$ cat src/inc/fsp_regs.vh
// Constants of the flash status poller: command register map, field positions, timing counts.
// Assumes a 50 MHz system clock and a 16-bit asynchronous NOR flash data bus.
// What this block does
// - Buffer program: poll the last loaded word
// - Poll at program address or erasing sector
// - Poll mode: final data from the first read whose whole low byte matches
// - Bracket each read with enable deassertion
// - Two reads compared; unchanged activity bit (bit 6) means finished
// - Toggling: check timeout bit, recheck, then flag failure
// - Resumed monitoring restarts from first step
// - No interleaved reads to other sectors
// - After timeout error, issue reset command when software sets the reset bit
`ifndef FSP_REGS_VH
`define FSP_REGS_VH
`define FSP_REG_CTRL 4'h0
`define FSP_REG_ADDR 4'h1
`define FSP_REG_STAT 4'h2
`define FSP_REG_DATA 4'h3
`define FSP_REG_CNT 4'h4
`define FSP_CTRL_START 0
`define FSP_CTRL_MODE 1
`define FSP_CTRL_RESET 2
`define FSP_STAT_BUSY 0
`define FSP_STAT_DONE 1
`define FSP_STAT_FAIL 2
`define FSP_STAT_SUSP 3
`define FSP_STAT_RSTD 4
`define FSP_BIT_POLL 7
`define FSP_BIT_ACT 6
`define FSP_BIT_TOUT 5
`define FSP_BIT_SECT 2
`define FSP_RESET_CMD 16'h00F0
`define FSP_CLK_NS 20
`define FSP_RD_NS 100
`define FSP_RD_CYC ((`FSP_RD_NS + `FSP_CLK_NS - 1) / `FSP_CLK_NS)
`define FSP_GAP_NS 40
`define FSP_GAP_CYC ((`FSP_GAP_NS + `FSP_CLK_NS - 1) / `FSP_CLK_NS)
`define FSP_STAT_RST 16'h0000
`endif

$ cat src/verilog/fsp_status_poller.v
// Flash status poller: reads write-operation status from a NOR flash and decides completion.
// Assumes a flash with asynchronous read cycles whose data is settled after the read hold time.
//
// The plain strobed port and the placing of the registers were decided locally.
`timescale 1ns/10ps
`include "fsp_regs.vh"
module fsp_status_poller (
	input wire clk, // 50 MHz clock
	input wire sys_rst, // synchronous reset, active high
	input wire [3:0] reg_addr, // command register index
	input wire [31:0] reg_wdata, // command write data
	input wire reg_wr, // write strobe
	input wire reg_rd, // read strobe
	output reg [31:0] reg_rdata, // read data, cycle after strobe
	output reg [24:0] flash_addr, // flash word address
	output reg [15:0] flash_dq_out, // data driven to flash
	output reg flash_dq_oe, // high while driving data
	input wire [15:0] flash_dq_in, // data from flash
	output reg flash_ce_n, // chip enable, active low
	output reg flash_oe_n, // output enable, active low
	output reg flash_we_n // write enable, active low
);
	localparam ST_IDLE = 3'd0;
	localparam ST_RD = 3'd1;
	localparam ST_GAP = 3'd2;
	localparam ST_EVAL = 3'd3;
	localparam ST_WR = 3'd4;
	localparam ST_FIN = 3'd5;

	reg [2:0] state;
	reg [7:0] cnt;
	reg mode_poll; // 1: complement polling, 0: toggle bits
	reg [7:0] expect_data; // true value of the low byte at the program address
	reg [24:0] poll_addr;
	reg [15:0] prev_word;
	reg [15:0] last_word;
	reg [1:0] nreads; // reads since this check began, held at 3
	reg tout_seen; // timeout bit seen while toggling
	reg busy;
	reg done;
	reg fail;
	reg susp;
	reg rstd;
	reg [15:0] read_count;
	reg [31:0] next_rdata;
	wire act_flip;
	wire sect_flip;
	wire data_match;

	assign act_flip = prev_word[`FSP_BIT_ACT] ^ last_word[`FSP_BIT_ACT];
	assign sect_flip = prev_word[`FSP_BIT_SECT] ^ last_word[`FSP_BIT_SECT];
	// Whole byte must match, because the top bit may settle before the rest within one read.
	assign data_match = (last_word[7:0] == expect_data);

	always @* begin
		case (reg_addr)
		`FSP_REG_CTRL: next_rdata = {30'd0, mode_poll, 1'b0};
		`FSP_REG_ADDR: next_rdata = {7'd0, poll_addr};
		`FSP_REG_STAT: next_rdata = {27'd0, rstd, susp, fail, done, busy};
		`FSP_REG_DATA: next_rdata = {16'd0, last_word};
		`FSP_REG_CNT: next_rdata = {16'd0, read_count};
		default: next_rdata = 32'h0000_0000;
		endcase
	end

	always @(posedge clk) begin
		if (sys_rst) begin
			reg_rdata <= 32'h0000_0000;
			state <= ST_IDLE;
			cnt <= 8'h00;
			mode_poll <= 1'b0;
			expect_data <= 8'h00;
			poll_addr <= 25'h000_0000;
			prev_word <= 16'h0000;
			last_word <= 16'h0000;
			nreads <= 2'd0;
			tout_seen <= 1'b0;
			busy <= 1'b0;
			done <= 1'b0;
			fail <= 1'b0;
			susp <= 1'b0;
			rstd <= 1'b0;
			read_count <= 16'h0000;
			flash_addr <= 25'h000_0000;
			flash_dq_out <= 16'h0000;
			flash_dq_oe <= 1'b0;
			flash_ce_n <= 1'b1;
			flash_oe_n <= 1'b1;
			flash_we_n <= 1'b1;
		end else begin
			reg_rdata <= reg_rd ? next_rdata : 32'h0000_0000;
			if (reg_wr && reg_addr == `FSP_REG_ADDR && !busy)
				poll_addr <= reg_wdata[24:0];
			case (state)
			ST_IDLE: begin
				// Software starts polling only after its final command write is done.
				if (reg_wr && reg_addr == `FSP_REG_CTRL && reg_wdata[`FSP_CTRL_RESET]) begin
					flash_addr <= poll_addr;
					flash_dq_out <= `FSP_RESET_CMD;
					flash_dq_oe <= 1'b1;
					flash_ce_n <= 1'b0;
					flash_we_n <= 1'b0;
					cnt <= 8'h00;
					// Busy covers the command write so software cannot miss the reset-sent flag.
					busy <= 1'b1;
					state <= ST_WR;
				end else if (reg_wr && reg_addr == `FSP_REG_CTRL && reg_wdata[`FSP_CTRL_START]) begin
					mode_poll <= reg_wdata[`FSP_CTRL_MODE];
					expect_data <= reg_wdata[15:8];
					busy <= 1'b1;
					done <= 1'b0;
					fail <= 1'b0;
					susp <= 1'b0;
					rstd <= 1'b0;
					nreads <= 2'd0;
					tout_seen <= 1'b0;
					read_count <= 16'h0000;
					state <= ST_GAP;
					cnt <= 8'h00;
				end
			end
			ST_GAP: begin
				// Both enables stay high between reads so the toggle bits advance.
				flash_ce_n <= 1'b1;
				flash_oe_n <= 1'b1;
				if (cnt >= `FSP_GAP_CYC - 1) begin
					cnt <= 8'h00;
					flash_addr <= poll_addr;
					flash_ce_n <= 1'b0;
					flash_oe_n <= 1'b0;
					state <= ST_RD;
				end else
					cnt <= cnt + 8'h01;
			end
			ST_RD: begin
				if (cnt >= `FSP_RD_CYC - 1) begin
					cnt <= 8'h00;
					prev_word <= last_word;
					last_word <= flash_dq_in;
					read_count <= read_count + 16'h0001;
					if (nreads != 2'd3)
						nreads <= nreads + 2'd1;
					flash_ce_n <= 1'b1;
					flash_oe_n <= 1'b1;
					state <= ST_EVAL;
				end else
					cnt <= cnt + 8'h01;
			end
			ST_EVAL: begin
				state <= ST_GAP;
				if (mode_poll) begin
					// Erase reads 0 on the poll bit while busy, program its inverse; a match ends it.
					if (data_match) begin
						done <= 1'b1;
						busy <= 1'b0;
						state <= ST_FIN;
					end else if (last_word[`FSP_BIT_POLL] == expect_data[7] && !data_match) begin
						// Poll bit final but low bits not yet: read again.
						state <= ST_GAP;
					end else if (last_word[`FSP_BIT_TOUT]) begin
						if (tout_seen) begin
							fail <= 1'b1;
							busy <= 1'b0;
							state <= ST_FIN;
						end else
							tout_seen <= 1'b1;
					end
				end else if (nreads >= 2'd2) begin
					if (!act_flip) begin
						done <= 1'b1;
						busy <= 1'b0;
						// Sector bit still toggling with activity stopped means erase suspended.
						susp <= sect_flip;
						state <= ST_FIN;
					end else if (tout_seen) begin
						fail <= 1'b1;
						busy <= 1'b0;
						state <= ST_FIN;
					end else if (last_word[`FSP_BIT_TOUT])
						tout_seen <= 1'b1;
				end
			end
			ST_WR: begin
				if (cnt >= `FSP_RD_CYC - 1) begin
					cnt <= 8'h00;
					flash_we_n <= 1'b1;
					flash_ce_n <= 1'b1;
					flash_dq_oe <= 1'b0;
					state <= ST_FIN;
				end else
					cnt <= cnt + 8'h01;
				if (cnt >= `FSP_RD_CYC - 1) begin
					rstd <= 1'b1;
					busy <= 1'b0;
				end
			end
			ST_FIN: begin
				flash_dq_oe <= 1'b0;
				flash_ce_n <= 1'b1;
				flash_oe_n <= 1'b1;
				flash_we_n <= 1'b1;
				state <= ST_IDLE;
			end
			default: state <= ST_IDLE;
			endcase
		end
	end
endmodule // fsp_status_poller

$ cat config.mk
export PLATFORM = sky130hd
export DESIGN_NAME = fsp_status_poller
export DESIGN_NICKNAME = d
export VERILOG_FILES = /design/src/verilog/fsp_status_poller.v
export VERILOG_INCLUDE_DIRS = /design/src /design/src/inc
export SDC_FILE = /design/constraint.sdc
export NUM_CORES = 1
export LEC_CHECK = 0
export BUFFER_PORTS_ARGS = -buffer_cell sky130_fd_sc_hd__clkbuf_2
export CAP_MARGIN = 25
export CORE_ASPECT_RATIO = 1.1
export CORE_MARGIN = 2
export CORE_UTILIZATION = 45
export CTS_BUF_LIST = sky130_fd_sc_hd__clkbuf_8
export CTS_CLUSTER_SIZE = 14
export DETAILED_ROUTE_END_ITERATION = 12
export PLACE_DENSITY = 0.68
export REMOVE_ABC_BUFFERS = 1
export SYNTH_ARGS = -nofsm -noshare
export SYNTH_HDL_FRONTEND = slang
export SYNTH_SLANG_ARGS = --single-unit
$ cat constraint.sdc
create_clock -name clk -period 5 [get_ports clk]
set_input_delay 0.5 -clock clk [delete_from_list [all_inputs] [get_ports clk]]
set_output_delay 0.5 -clock clk [all_outputs]
set_load 0.01 [all_outputs]
* After elaboration in Yosys (flattened, before gate mapping)
Index checks and enable logic that the tools add are counted.
** Cells by class
- $add $sub $neg :: 3
- Magnitude comparators :: 3
- Equal/unequal tests :: 33
- Muxes and demuxes :: 79
- Bitwise logic cells :: 4
- Reduce and logical (&&, ||, !) cells :: 37
** Operators by type and width (number)
- 25-bit case mux with 5 select lines :: 1
- 25-bit 2-to-1 mux :: 2
- 25-bit case mux with 2 select lines :: 1
- 16-bit 2-to-1 mux :: 3
- 1-bit 2-to-1 mux :: 38
- 3-bit 2-to-1 mux :: 12
- 8-bit 2-to-1 mux :: 4
- 16-bit case mux with 2 select lines :: 1
- 3-bit != test (second input constant) :: 8
- 8-bit case mux with 3 select lines :: 1
- 2-bit != test (second input constant) :: 11
- 6-bit AND reduction :: 3
- 16-bit by 1-bit adder with 16-bit output (second input constant) :: 1
- 3-bit case mux with 5 select lines :: 1
- 1-bit case mux with 3 select lines :: 4
- 3-bit AND reduction :: 4
- 4-bit AND reduction :: 3
- 3-bit nonzero test :: 4
- 1-bit case mux with 2 select lines :: 5
- 8-bit by 1-bit adder with 8-bit output (second input constant) :: 1
- 4-bit by 2-bit equality test with 1-bit output (second input constant) :: 2
- 8-bit equality test :: 1
- 8-bit by 1-bit greater-or-equal comparator with 1-bit output (second input constant) :: 1
- 8-bit by 3-bit greater-or-equal comparator with 1-bit output (second input constant) :: 1
- 25 further kinds :: 46
** Word-level totals
- Register bits :: 154
- Input bits :: 56
- Logic and storage cells :: 181

* Depth between registers and ports, before layout
Gate-level depths: netlist (run 1).
- Depth after elaboration :: 7
- Depth in mapped cells :: 9

* Worst setup path after synthesis (run 1)
OpenSTA, ideal clock, no wires.
- Path kind :: input port to flip-flop
- Start point :: input port reg_addr[1]
- End point :: register cnt[0]
- Library setup time :: 0.130 ns
- Data arrival time :: 1.835 ns
- Required time :: 4.870 ns
- Setup slack :: 3.034 ns
- Cell stages on the path :: 6
- Path buffers :: 1
- Cell sequence :: buf_2 -> or3b_1 -> o31ai_4 -> nand3_1 -> o21ai_1 -> nor2_1
** On the way
- Cells in the longest elaborated chain, start to end :: 5
- Elaborated cells on any way between the ends :: 8
- Those cells by class :: eq/ne: 1; mux: 2; reduce/logical: 5
** Ends and longest elaborated chain
- start: declaration :: line fsp_status_poller.v:10 : input wire [3:0] reg_addr,
- 4-bit logical NOT *
- 1-bit logical AND (no source line) *
- 1-bit logical AND (on tied branches) :: line fsp_status_poller.v:97, fsp_status_poller.v:107
- 8-bit 2-to-1 mux / 3-bit != test (equally long branches)
- 8-bit case mux with 3 select lines / 2-bit AND reduction (equally long branches)
- end signal: assignment :: line fsp_status_poller.v:133 : cnt <= cnt + 8'h01;
- end signal: assignment :: line fsp_status_poller.v:147 : cnt <= cnt + 8'h01;
- end signal: assignment :: line fsp_status_poller.v:191 : cnt <= cnt + 8'h01;
- end: declaration :: line fsp_status_poller.v:31 : reg [7:0] cnt;
Mark *: on every way between the ends. The rest lies on a longest branch, timed or not.
A chain may end at the register's enable or synchronous reset.

* Worst setup path in the final report (run 1)
- Start point :: input port reg_addr[3]
- End point :: register poll_addr[2]
** On the way
- Cells in the longest elaborated chain, start to end :: 3
** Ends and longest elaborated chain
- 4-bit by 1-bit equality test with 1-bit output
- 1-bit logical AND (no source line)
- 1-bit logical AND :: line fsp_status_poller.v:92 : if (reg_wr && reg_addr == `FSP_REG_ADDR && !busy)
- end signal: assignment :: line fsp_status_poller.v:93 : poll_addr <= reg_wdata[24:0];
- end: declaration :: line fsp_status_poller.v:34 : reg [24:0] poll_addr;
Every way passes these cells.

==> results, run 1 <==
- For this design the static power due to leakage is 2.66 nW.
- For this design the ratio of total power to cell area is 371 nW/um^2.
- On the final layout, the worst clock skew is 12.9 ps.
- The worst setup path is of the input pin to flip-flop kind.
- Setup slack on the critical path of the routed design comes to around 2200 ps.
- In this run the remaining antenna-violating nets after routing total 0.
- Final hold analysis gives a worst-case slack of 262 ps.
- Using the TritonRoute via totals, the vias-per-cell ratio works out to 5.44.
- In this run the horizontal extent of the chip is 115 um.
- The area overhead of the layout relative to synthesis is 16.4%.
- The most common library cell in the layout ignoring fill and taps is nand2_1.
- The number of hold violations in the final report is 0.
- The number of clock buffers inserted by TritonCTS is 17.
- Summing all multi-input logic gate instances after layout gives ~2900 um^2.
- The kind of cell with the highest combined delay on the critical path is simple AND/OR/NAND/NOR gates.
- The post-detailed-route wirelength per cell is between 15 and 20 um.
- Hold repair after CTS inserted 0 buffers.
- The slowest cell on the critical path is and2_0.
- The largest voltage drop on the vdd net is 0.216 mV.
- The top cell types in the final layout, fill and taps aside, are nand2_1, dfxtp_1, clkbuf_2.
- The core region is 13200 um^2.
- The met1 wire length is 6840 um.
- The flip-flop and latch area is roughly 2800 um^2.
- The cell total after placement is 950.
- The synthesized netlist contains 65 unique library cells.
- The longest clock path from root to sink contains 2 buffers.
- The tree is rooted in a clkbuf_8.
- The share of the core filled with cells is a little over half.
- Counting every instance in the synthesized netlist gives 726.
- The total negative slack is 0 ps.
- The uppermost layer routed is met4.
- The sum of routed wire length over all layers is 15700 um.
- The final design area excluding fillers is roughly 7100 um^2.
- The number of antenna violations at the first check in global routing came to 0.
- The clock latency on the worst-skew pair is 460 ps.
- TritonCTS built the clock tree.
- After detailed routing, the number of remaining DRC violations is 0.
- The worst pin sits at a relative slew slack of 33.8%.
- The sequential fraction of the synthesis area is 46.8%.
- The biggest area contributor in the post-synthesis netlist is dfxtp_1.
- The slew of the pin with the lowest slew margin is 993 ps.
- The final route contains about 5.4k vias.
- The worst setup path is captured at a flip-flop.
- The setup violation total in the final timing report is 0.
- The number of instances resized during post-cts repair is 0.
- The starting density of the core is 46.0%.
- The global placement routability congestion is 0.896.
- The maximum number of pins on one net before global-route repair is 94.
- The proportion of synthesized flip-flops having asynchronous set or reset is 0%.
- For flop-to-flop paths, the worst setup slack is 2720 ps.
- The initialized floorplan defines between 40 and 50 standard-cell rows.
- The synthesized design contains roughly 140 register bits.
- The minimum period implied by the final worst setup slack is approximately 2800 ps.
- The number of slew-limit violations in the final report is 0.
- Data arrives at the worst endpoint at roughly 3100 ps.
- In the synthesized netlist the dominant register cell turns out to be dfxtp_1.
- The worst setup slack before clock tree synthesis is 1690 ps.
- The first routing iteration left 534 violations.
- Yosys printed 0 warnings.
- The buffer and inverter count on the worst path is 2.
- Clock-pin slew was measured on the worst setup and hold paths at approximately 80 ps.
- Detailed routing placed a total of 7390 um of wire on met2.
- The synthesized area per cell is ~8.4 um^2.
- The detailed-placement wirelength estimate is 10600 um.
- Yosys attributes the largest share of cell area to dfxtp_1, nand2_1, a21oi_1.
- The largest driver fanout on the critical path is 19.
- The number of buffers inserted to repair setup after CTS is 0.
- The total placed instance area is 6560 um^2.
- The antenna cell count is 0.
- The height of the die is approximately 130 um.
- The flow ran to the end, and the final reports show no timing, DRC or antenna violations.
- CTS built an H-tree with a depth of 4.
- The die covers 14500 um^2.
- The critical path goes through clkbuf_2 > nor2_1 > and2_0 > nand3_1 > buf_4 > nand2_1 > a21oi_1.
- The number of global-route vias before repair is 4957.
- Dividing the final minimum period by the clock period gives 55.2%.
- The count of non-filler cells in the finished layout is about 1000.
- The data required time at the worst endpoint is around 5300 ps.
- The tree built by TritonCTS fans out to 142 sinks.
- STA classifies the critical path startpoint as an input pin.
- At the end of the flow, the number of nets in the layout was 873.
- The number of synthesized flops with an enable pin is 0.
- The first-pass GRT wire length is 24800 um.
- For this run, the detailed router's first-pass iteration total came to 6.
- The combined area of all synthesized cells is 6080 um^2.
- Summed over all nets, wire length on met3 after detailed routing comes to 1090 um.
- The global-route congestion overflow total is 0.
- Total power for the finished layout comes to approximately 2.6 mW.
- The number of max-capacitance violations reported is 0.
- The area share of the largest cell type after synthesis is 46.8%.
- The layout has 1256 filler cells.
- The boundary pin count is 133.
- Setup repair after global routing left no endpoint under its margin.
- The maximum cell stage delay along the critical path is 870 ps.
- The min-delay analysis places its worst path in the category input pin to flip-flop.
- The ratio of cells with drive above 1 in the final layout is 20.2%.
- The number of I/O port buffers is 106.
- Global routing used 21.9% of the available tracks.
- Derived from the worst setup path, the maximum achievable clock frequency is 363 MHz.
sequential cells by signal, indices dropped and copies added (netlist names):
| name | cells |
|---|---|
| cnt | 8 |
| susp | 1 |
| busy | 1 |
| read_count | 16 |
| flash_dq_out | 1 |
| done | 1 |
| flash_addr | 25 |
| tout_seen | 1 |
| flash_we_n | 1 |
| last_word | 16 |
| flash_ce_n | 1 |
| flash_oe_n | 1 |
| state | 3 |
| reg_rdata | 25 |
| mode_poll | 1 |
| fail | 1 |
| prev_word | 2 |
| poll_addr | 25 |
| rstd | 1 |
| expect_data | 8 |
| nreads | 2 |
| flash_dq_oe | 1 |
cells in the mapped netlist, types with 4 or more instances:
| cell | number |
|---|---|
| a211oi_2 | 4 |
| a21oi_1 | 93 |
| a222oi_1 | 12 |
| a22oi_1 | 4 |
| a41oi_1 | 6 |
| and2_1 | 10 |
| and3_1 | 9 |
| and4_1 | 4 |
| buf_2 | 15 |
| buf_4 | 26 |
| clkbuf_1 | 24 |
| dfxtp_1 | 142 |
| ha_1 | 7 |
| inv_1 | 9 |
| nand2_1 | 175 |
| nand3_1 | 10 |
| nand4_1 | 6 |
| nor2_1 | 61 |
| o2111ai_1 | 4 |
| o211ai_1 | 5 |
| o21ai_0 | 12 |
| or2_2 | 5 |
| xnor2_1 | 18 |
| xor2_1 | 8 |
layer usage:
metal	GRT usage, %	vias up
met5	0	-
met4	9.36	0
met3	5.05	28
met2	34.8	230
met1	28.5	2478
li1	-	2620
path summary, 6_finish.rpt:
check / endpoint / start / depth (start not counted)
worst min-delay path: last_word[1]$_SDFFE_PP0P_ / flash_dq_in[1] / 3
worst min register to register: flash_dq_oe$_SDFFE_PP0P_ / flash_dq_oe$_SDFFE_PP0P_ / 2
worst max-delay path: poll_addr[2]$_SDFFE_PP0P_ / reg_addr[3] / 7
worst max register to register: read_count[13]$_SDFFE_PP0P_ / state[2]$_SDFFE_PP0P_ / 5
power breakdown:
group | internal, mW | switching, mW | total [mW]
Clock | 0.609 | 0.447 | 1.06
Combinational | 0.135 | 0.241 | 0.376
Sequential | 1.16 | 0.0375 | 1.19
worst register-to-register path, stage by stage (launching register included):
cell and delay, ps:
dfxtp_1 500, nor3_2 420, and4_1 760, o2111ai_1 210
xor2_1 190, nor2_1 60
area by class of cell:
class	instances	share of cell area, %
Clock inverter	14	3.02
Timing Repair Buffer	116	9.41
Sequential cell	142	40.2
Clock buffer	18	3.50
Tap cell	161	2.85
Multi-Input combinational cell	524	40.6
Inverter	9	0.477
logic make-up after synthesis:
group           share of synthesized area (%)
flops                                    46.8
xor+xnor                                 3.75
compound gates                           18.6
fa+ha+maj                                1.44
other cells                            0.0617
mux                                     0.700
simple gates                             21.6
buf+inv                                  7.10
Note: power is estimated with default switching activity, not from simulation.
==> run 2, diff against run 1 <==
- ABC_AREA: unset -> 1
- clock period: 5 -> 2.9 ns (I/O delays scaled with it)
==> run 2 against run 1 <==
Compared with the run above: sequential power increased by 80%; largest power group unchanged; flip-flop and latch count unchanged; worst hold slack worse by 170 ps; combinational power up 96%; total power is 76% higher; utilization is 0.49 points higher; sequential share of layout area fell by 0.53 points; register-to-register slack worse by 1800 ps; highest routed layer unchanged; die area is 1.2% higher; clock-buffer cell count is 2 higher; non-clock buffer count is 2 lower.
==> results, run 2 <==
- The tightest min-delay check is of the input pin to flip-flop type.
- After floorplanning, the core was sized to cover 13300 um^2.
- Of the total power, registers draw a little under half.
- Across all register-to-register paths, the minimum setup slack is roughly 890 ps.
- For this block, the initial DRC count from the detailed router was 408.
- The total placed instance area is 6730 um^2.
- STA classifies the critical path endpoint as a flip-flop.
- The worst hold endpoint is poll_addr[3]$_SDFFE_PP0P_.
- In the final layout, flip-flops and latches occupy 2840 um^2.
- The die is 115 um wide.
- The internal power consumption is 3.32 mW.
- The area overhead of the layout relative to synthesis is 16.5%.
- The number of instances resized during post-cts repair is 0.
- The power per cell area is 645 nW/um^2.
- The synthesized design contains 142 register bits.
- The number of buffers inserted to repair setup after CTS is 0.
- At the worst endpoint, the arrival time is 2400 ps.
- The detailed-placement wirelength estimate is 10700 um.
- The clock sink count is 142.
- The clock root buffer is clkbuf_8.
- The worst reg2reg path startpoint is state[2]$_SDFFE_PP0P_.
- The combinational cell fraction of total power is 15.9%.
- By startpoint and endpoint, the worst setup path is classified as flip-flop to flip-flop.
- The number of antenna violations at the first check in global routing is 0.
- The number of nets in the layout is 969.
- The final critical-path setup slack is 885 ps.
- The most common library cell in the layout ignoring fill and taps is dfxtp_1.
- The cell with the most instances after synthesis is dfxtp_1.
- Sorting the synthesized cells by how often they occur yields dfxtp_1, nand2_1, inv_1, a21oi_1, o21ai_0.
- In this run the worst path has a maximum fanout of 28.
- The longest clock path from root to sink contains 2 buffers.
- Wires add up to 14900 um.
- The die is 127 um tall.
- For this run the aggregate overflow at the end of global routing stands at 0.
- The ratio of cells with drive above 1 in the final layout is 20.1%.
- The number of slew-limit violations in the final report is 0.
- After routing the design area is slightly above 7000 um^2.
- The synthesized design contains 0 enable-type register cells.
- The repair_antennas step left the layout with diodes totalling 0.
- The maximum level of the CTS H-tree is 4.
- The number of I/O port buffers is around 110.
- The global placement routability congestion is approximately 0.91.
- The leading area contributor after synthesis is dfxtp_1.
- The number of buffers inserted by hold repair at cts is 0.
- The worst setup path is launched from a flip-flop.
- Ranked by total cell area, the synthesized netlist is headed by dfxtp_1, a21oi_1, o21ai_0.
- The Yosys step of the flow raised 0 warnings.
- In this run, distinct cell masters in the synthesized netlist total 44.
- TritonCTS built the clock tree.
- The number of global-route vias before repair is 4922.
- Hold timing on the final database bottoms out at a slack of 93.0 ps.
- The clock reaches the later pin of the worst-skew pair after 460 ps.
- The average instance in the mapped netlist occupies roughly 7.6 um^2.
- Entering global routing, the biggest net connects 46 pins.
- The worst setup slack before clock tree synthesis is 761 ps.
- The combined area of all synthesized cells is 6150 um^2.
- Synthesis handed over a netlist of between 800 and 900 instances.
- The starting density of the core is 46.4%.
- After synthesis, the largest area contributor takes up between 40% and 50% of total cell area.
- The share of the core filled with cells is 54.0%.
- Across the VDD grid, the largest voltage drop is roughly 0.26 mV.
- The largest registers in the layout are flash_addr x25, poll_addr x25, reg_rdata x25.
- For this run, the top clock speed supported by timing is 496 MHz.
- The design draws 4.63 mW.
- The first-pass GRT wire length is 24000 um.
- The endpoint identified for the worst register-to-register timing path is flash_addr[15]$_SDFFE_PP0P_.
- Along the worst hold path, the cell count comes to 3.
- Including well taps, the total number of placed cells is 1071.
- The final worst clock skew is 9.82 ps.
- The count of non-filler cells in the finished layout is 1103.
- The fill cell total of the finished layout is between 1k and 1.5k.
- The data required time at the worst endpoint is approximately 3300 ps.
- The clock network burns 37.8% of the power.
- The analysis attributes to net switching a power of 1.31 mW.
- The number of max-capacitance violations reported is 0.
- The worst register-to-register path has a depth of 8.
- In this run the most critical hold path is launched from reg_wdata[3].
- The detailed router placed 5527 vias in this run.
- The clock edge transition at the registers on the reported setup and hold paths is 80 ps.
- Setup violations remaining at the end of the flow were counted as 0.
- The area of the die is 14600 um^2.
- After detailed routing, the average wire length per cell comes to 13.5 um.
- The residual antenna-violating net count after detailed routing is 0.
- The static power due to leakage is 3.11 nW.
- The floorplan has 44 rows.
- Dividing the final minimum period by the clock period gives 69.5%.
- The worst max-slew margin expressed relative to the limit is 47.0%.
- Setup repair after global routing left no endpoint under its margin.
- The flow ran to the end, and the final reports show no timing, DRC or antenna violations.
- For the pin with the worst max-slew slack, the measured transition is 795 ps.
- The detailed-route DRC error count is 0.
- Sequential cells were found to cover around 46% of the synthesized design area.
- The boundary pin count is 133.
- After detailed routing, the number of vias per cell comes to approximately 5.
- For this run, asynchronously set or reset flops after synthesis account for 0%.
- The detailed-routing iteration count for the pre-antenna-repair pass is 5.
- In this run, CTS created clock tree buffers numbering 17.
- Adding up every negative setup slack in the final design gives 0 ps.
- The switching fraction of total power is roughly 28%.
- The prevailing post-synth register cell is dfxtp_1.
- The number of hold violations in the final report came to 0.
- The library cells used most frequently in the layout, excluding fill and tap cells, are dfxtp_1, nand2_1, inv_1.
- In the global route stage, overall resource usage came out at 20.9%.
- The area of combinational cells with multiple inputs is 2630 um^2.
- The minimum period implied by the final worst setup slack is between 2000 and 2500 ps.
run 2: cell count changes after synthesis, sizes merged, moves of 8 or more:
cell	before	now
and3	9	1
o22ai	2	11
o21ai	15	95
and2	11	0
nand3	10	32
nor3	3	23
a222oi	12	0
buf	45	32
inv	9	114
xnor2	18	4
nand2	175	120
nor2	62	76
run 2: cell families (layout without fill, tap and decap cells):
logic type | count (synthesis) | count (layout) | synth area share, %
and+or+nand+nor | 266 | 266 | 20.1
AOI/OAI and AO/OA | 216 | 216 | 18.9
buffers and inverters | 168 | 261 | 12.2
DFF | 142 | 142 | 46.2
xor gates and xnor gates | 8 | 8 | 1.14
adders and majority gates | 7 | 7 | 1.42
other | 1 | 19 | 0.0609
run 2: final cells by class:
class	count	share of cell area, %
Tap cell	184	3.21
Clock buffer	20	3.84
Clock inverter	12	2.34
Timing Repair Buffer	114	8.24
Inverter	115	6.05
Sequential cell	142	39.6
Multi-Input combinational cell	516	36.7
run 2: worst max-delay path, stage by stage, from the launching register on:
cell and delay (ps):
dfxtp_1 390, nor2_4 180, nand2_2 110, nor2_2 180, inv_2 90, nand2_2 390
buf_4 320, o21ai_0 110, a21oi_1 150
run 2: power groups by stage:
stage	combinational (mW)	clock [mW]	sequential (mW)
floorplan	0.455	0	2.22
global placement	0.729	0	2.18
detailed placement	0.736	0	2.19
CTS	0.739	1.77	2.14
global route	0.849	1.87	2.16
finish	0.737	1.75	2.14
run 2: layer usage:
layer	track usage [%]	up-vias	share of wire, %
li1	-	2804	-
met1	28.0	2527	46
met2	32.7	173	46
met3	4.40	23	5.9
met4	8.36	0	2.0
met5	0	-	0
run 2: worst max path at each step:
| stage | startpoint | endpoint | slack [ps] |
|---|---|---|---|
| 2_1_floorplan | sys_rst | reg_rdata[14]$_SDFF_PP0_ | 620 |
| 3_3_place_gp | reg_addr[3] | flash_addr[8]$_SDFFE_PP0P_ | 820 |
| 3_5_place_dp | reg_addr[3] | flash_addr[15]$_SDFFE_PP0P_ | 760 |
| 4_1_cts | state[2]$_SDFFE_PP0P_ | flash_addr[15]$_SDFFE_PP0P_ | 890 |
| 5_1_grt | cnt[2]$_SDFFE_PP0P_ | flash_addr[11]$_SDFFE_PP0P_ | 690 |
| 6_report | state[2]$_SDFFE_PP0P_ | flash_addr[15]$_SDFFE_PP0P_ | 890 |
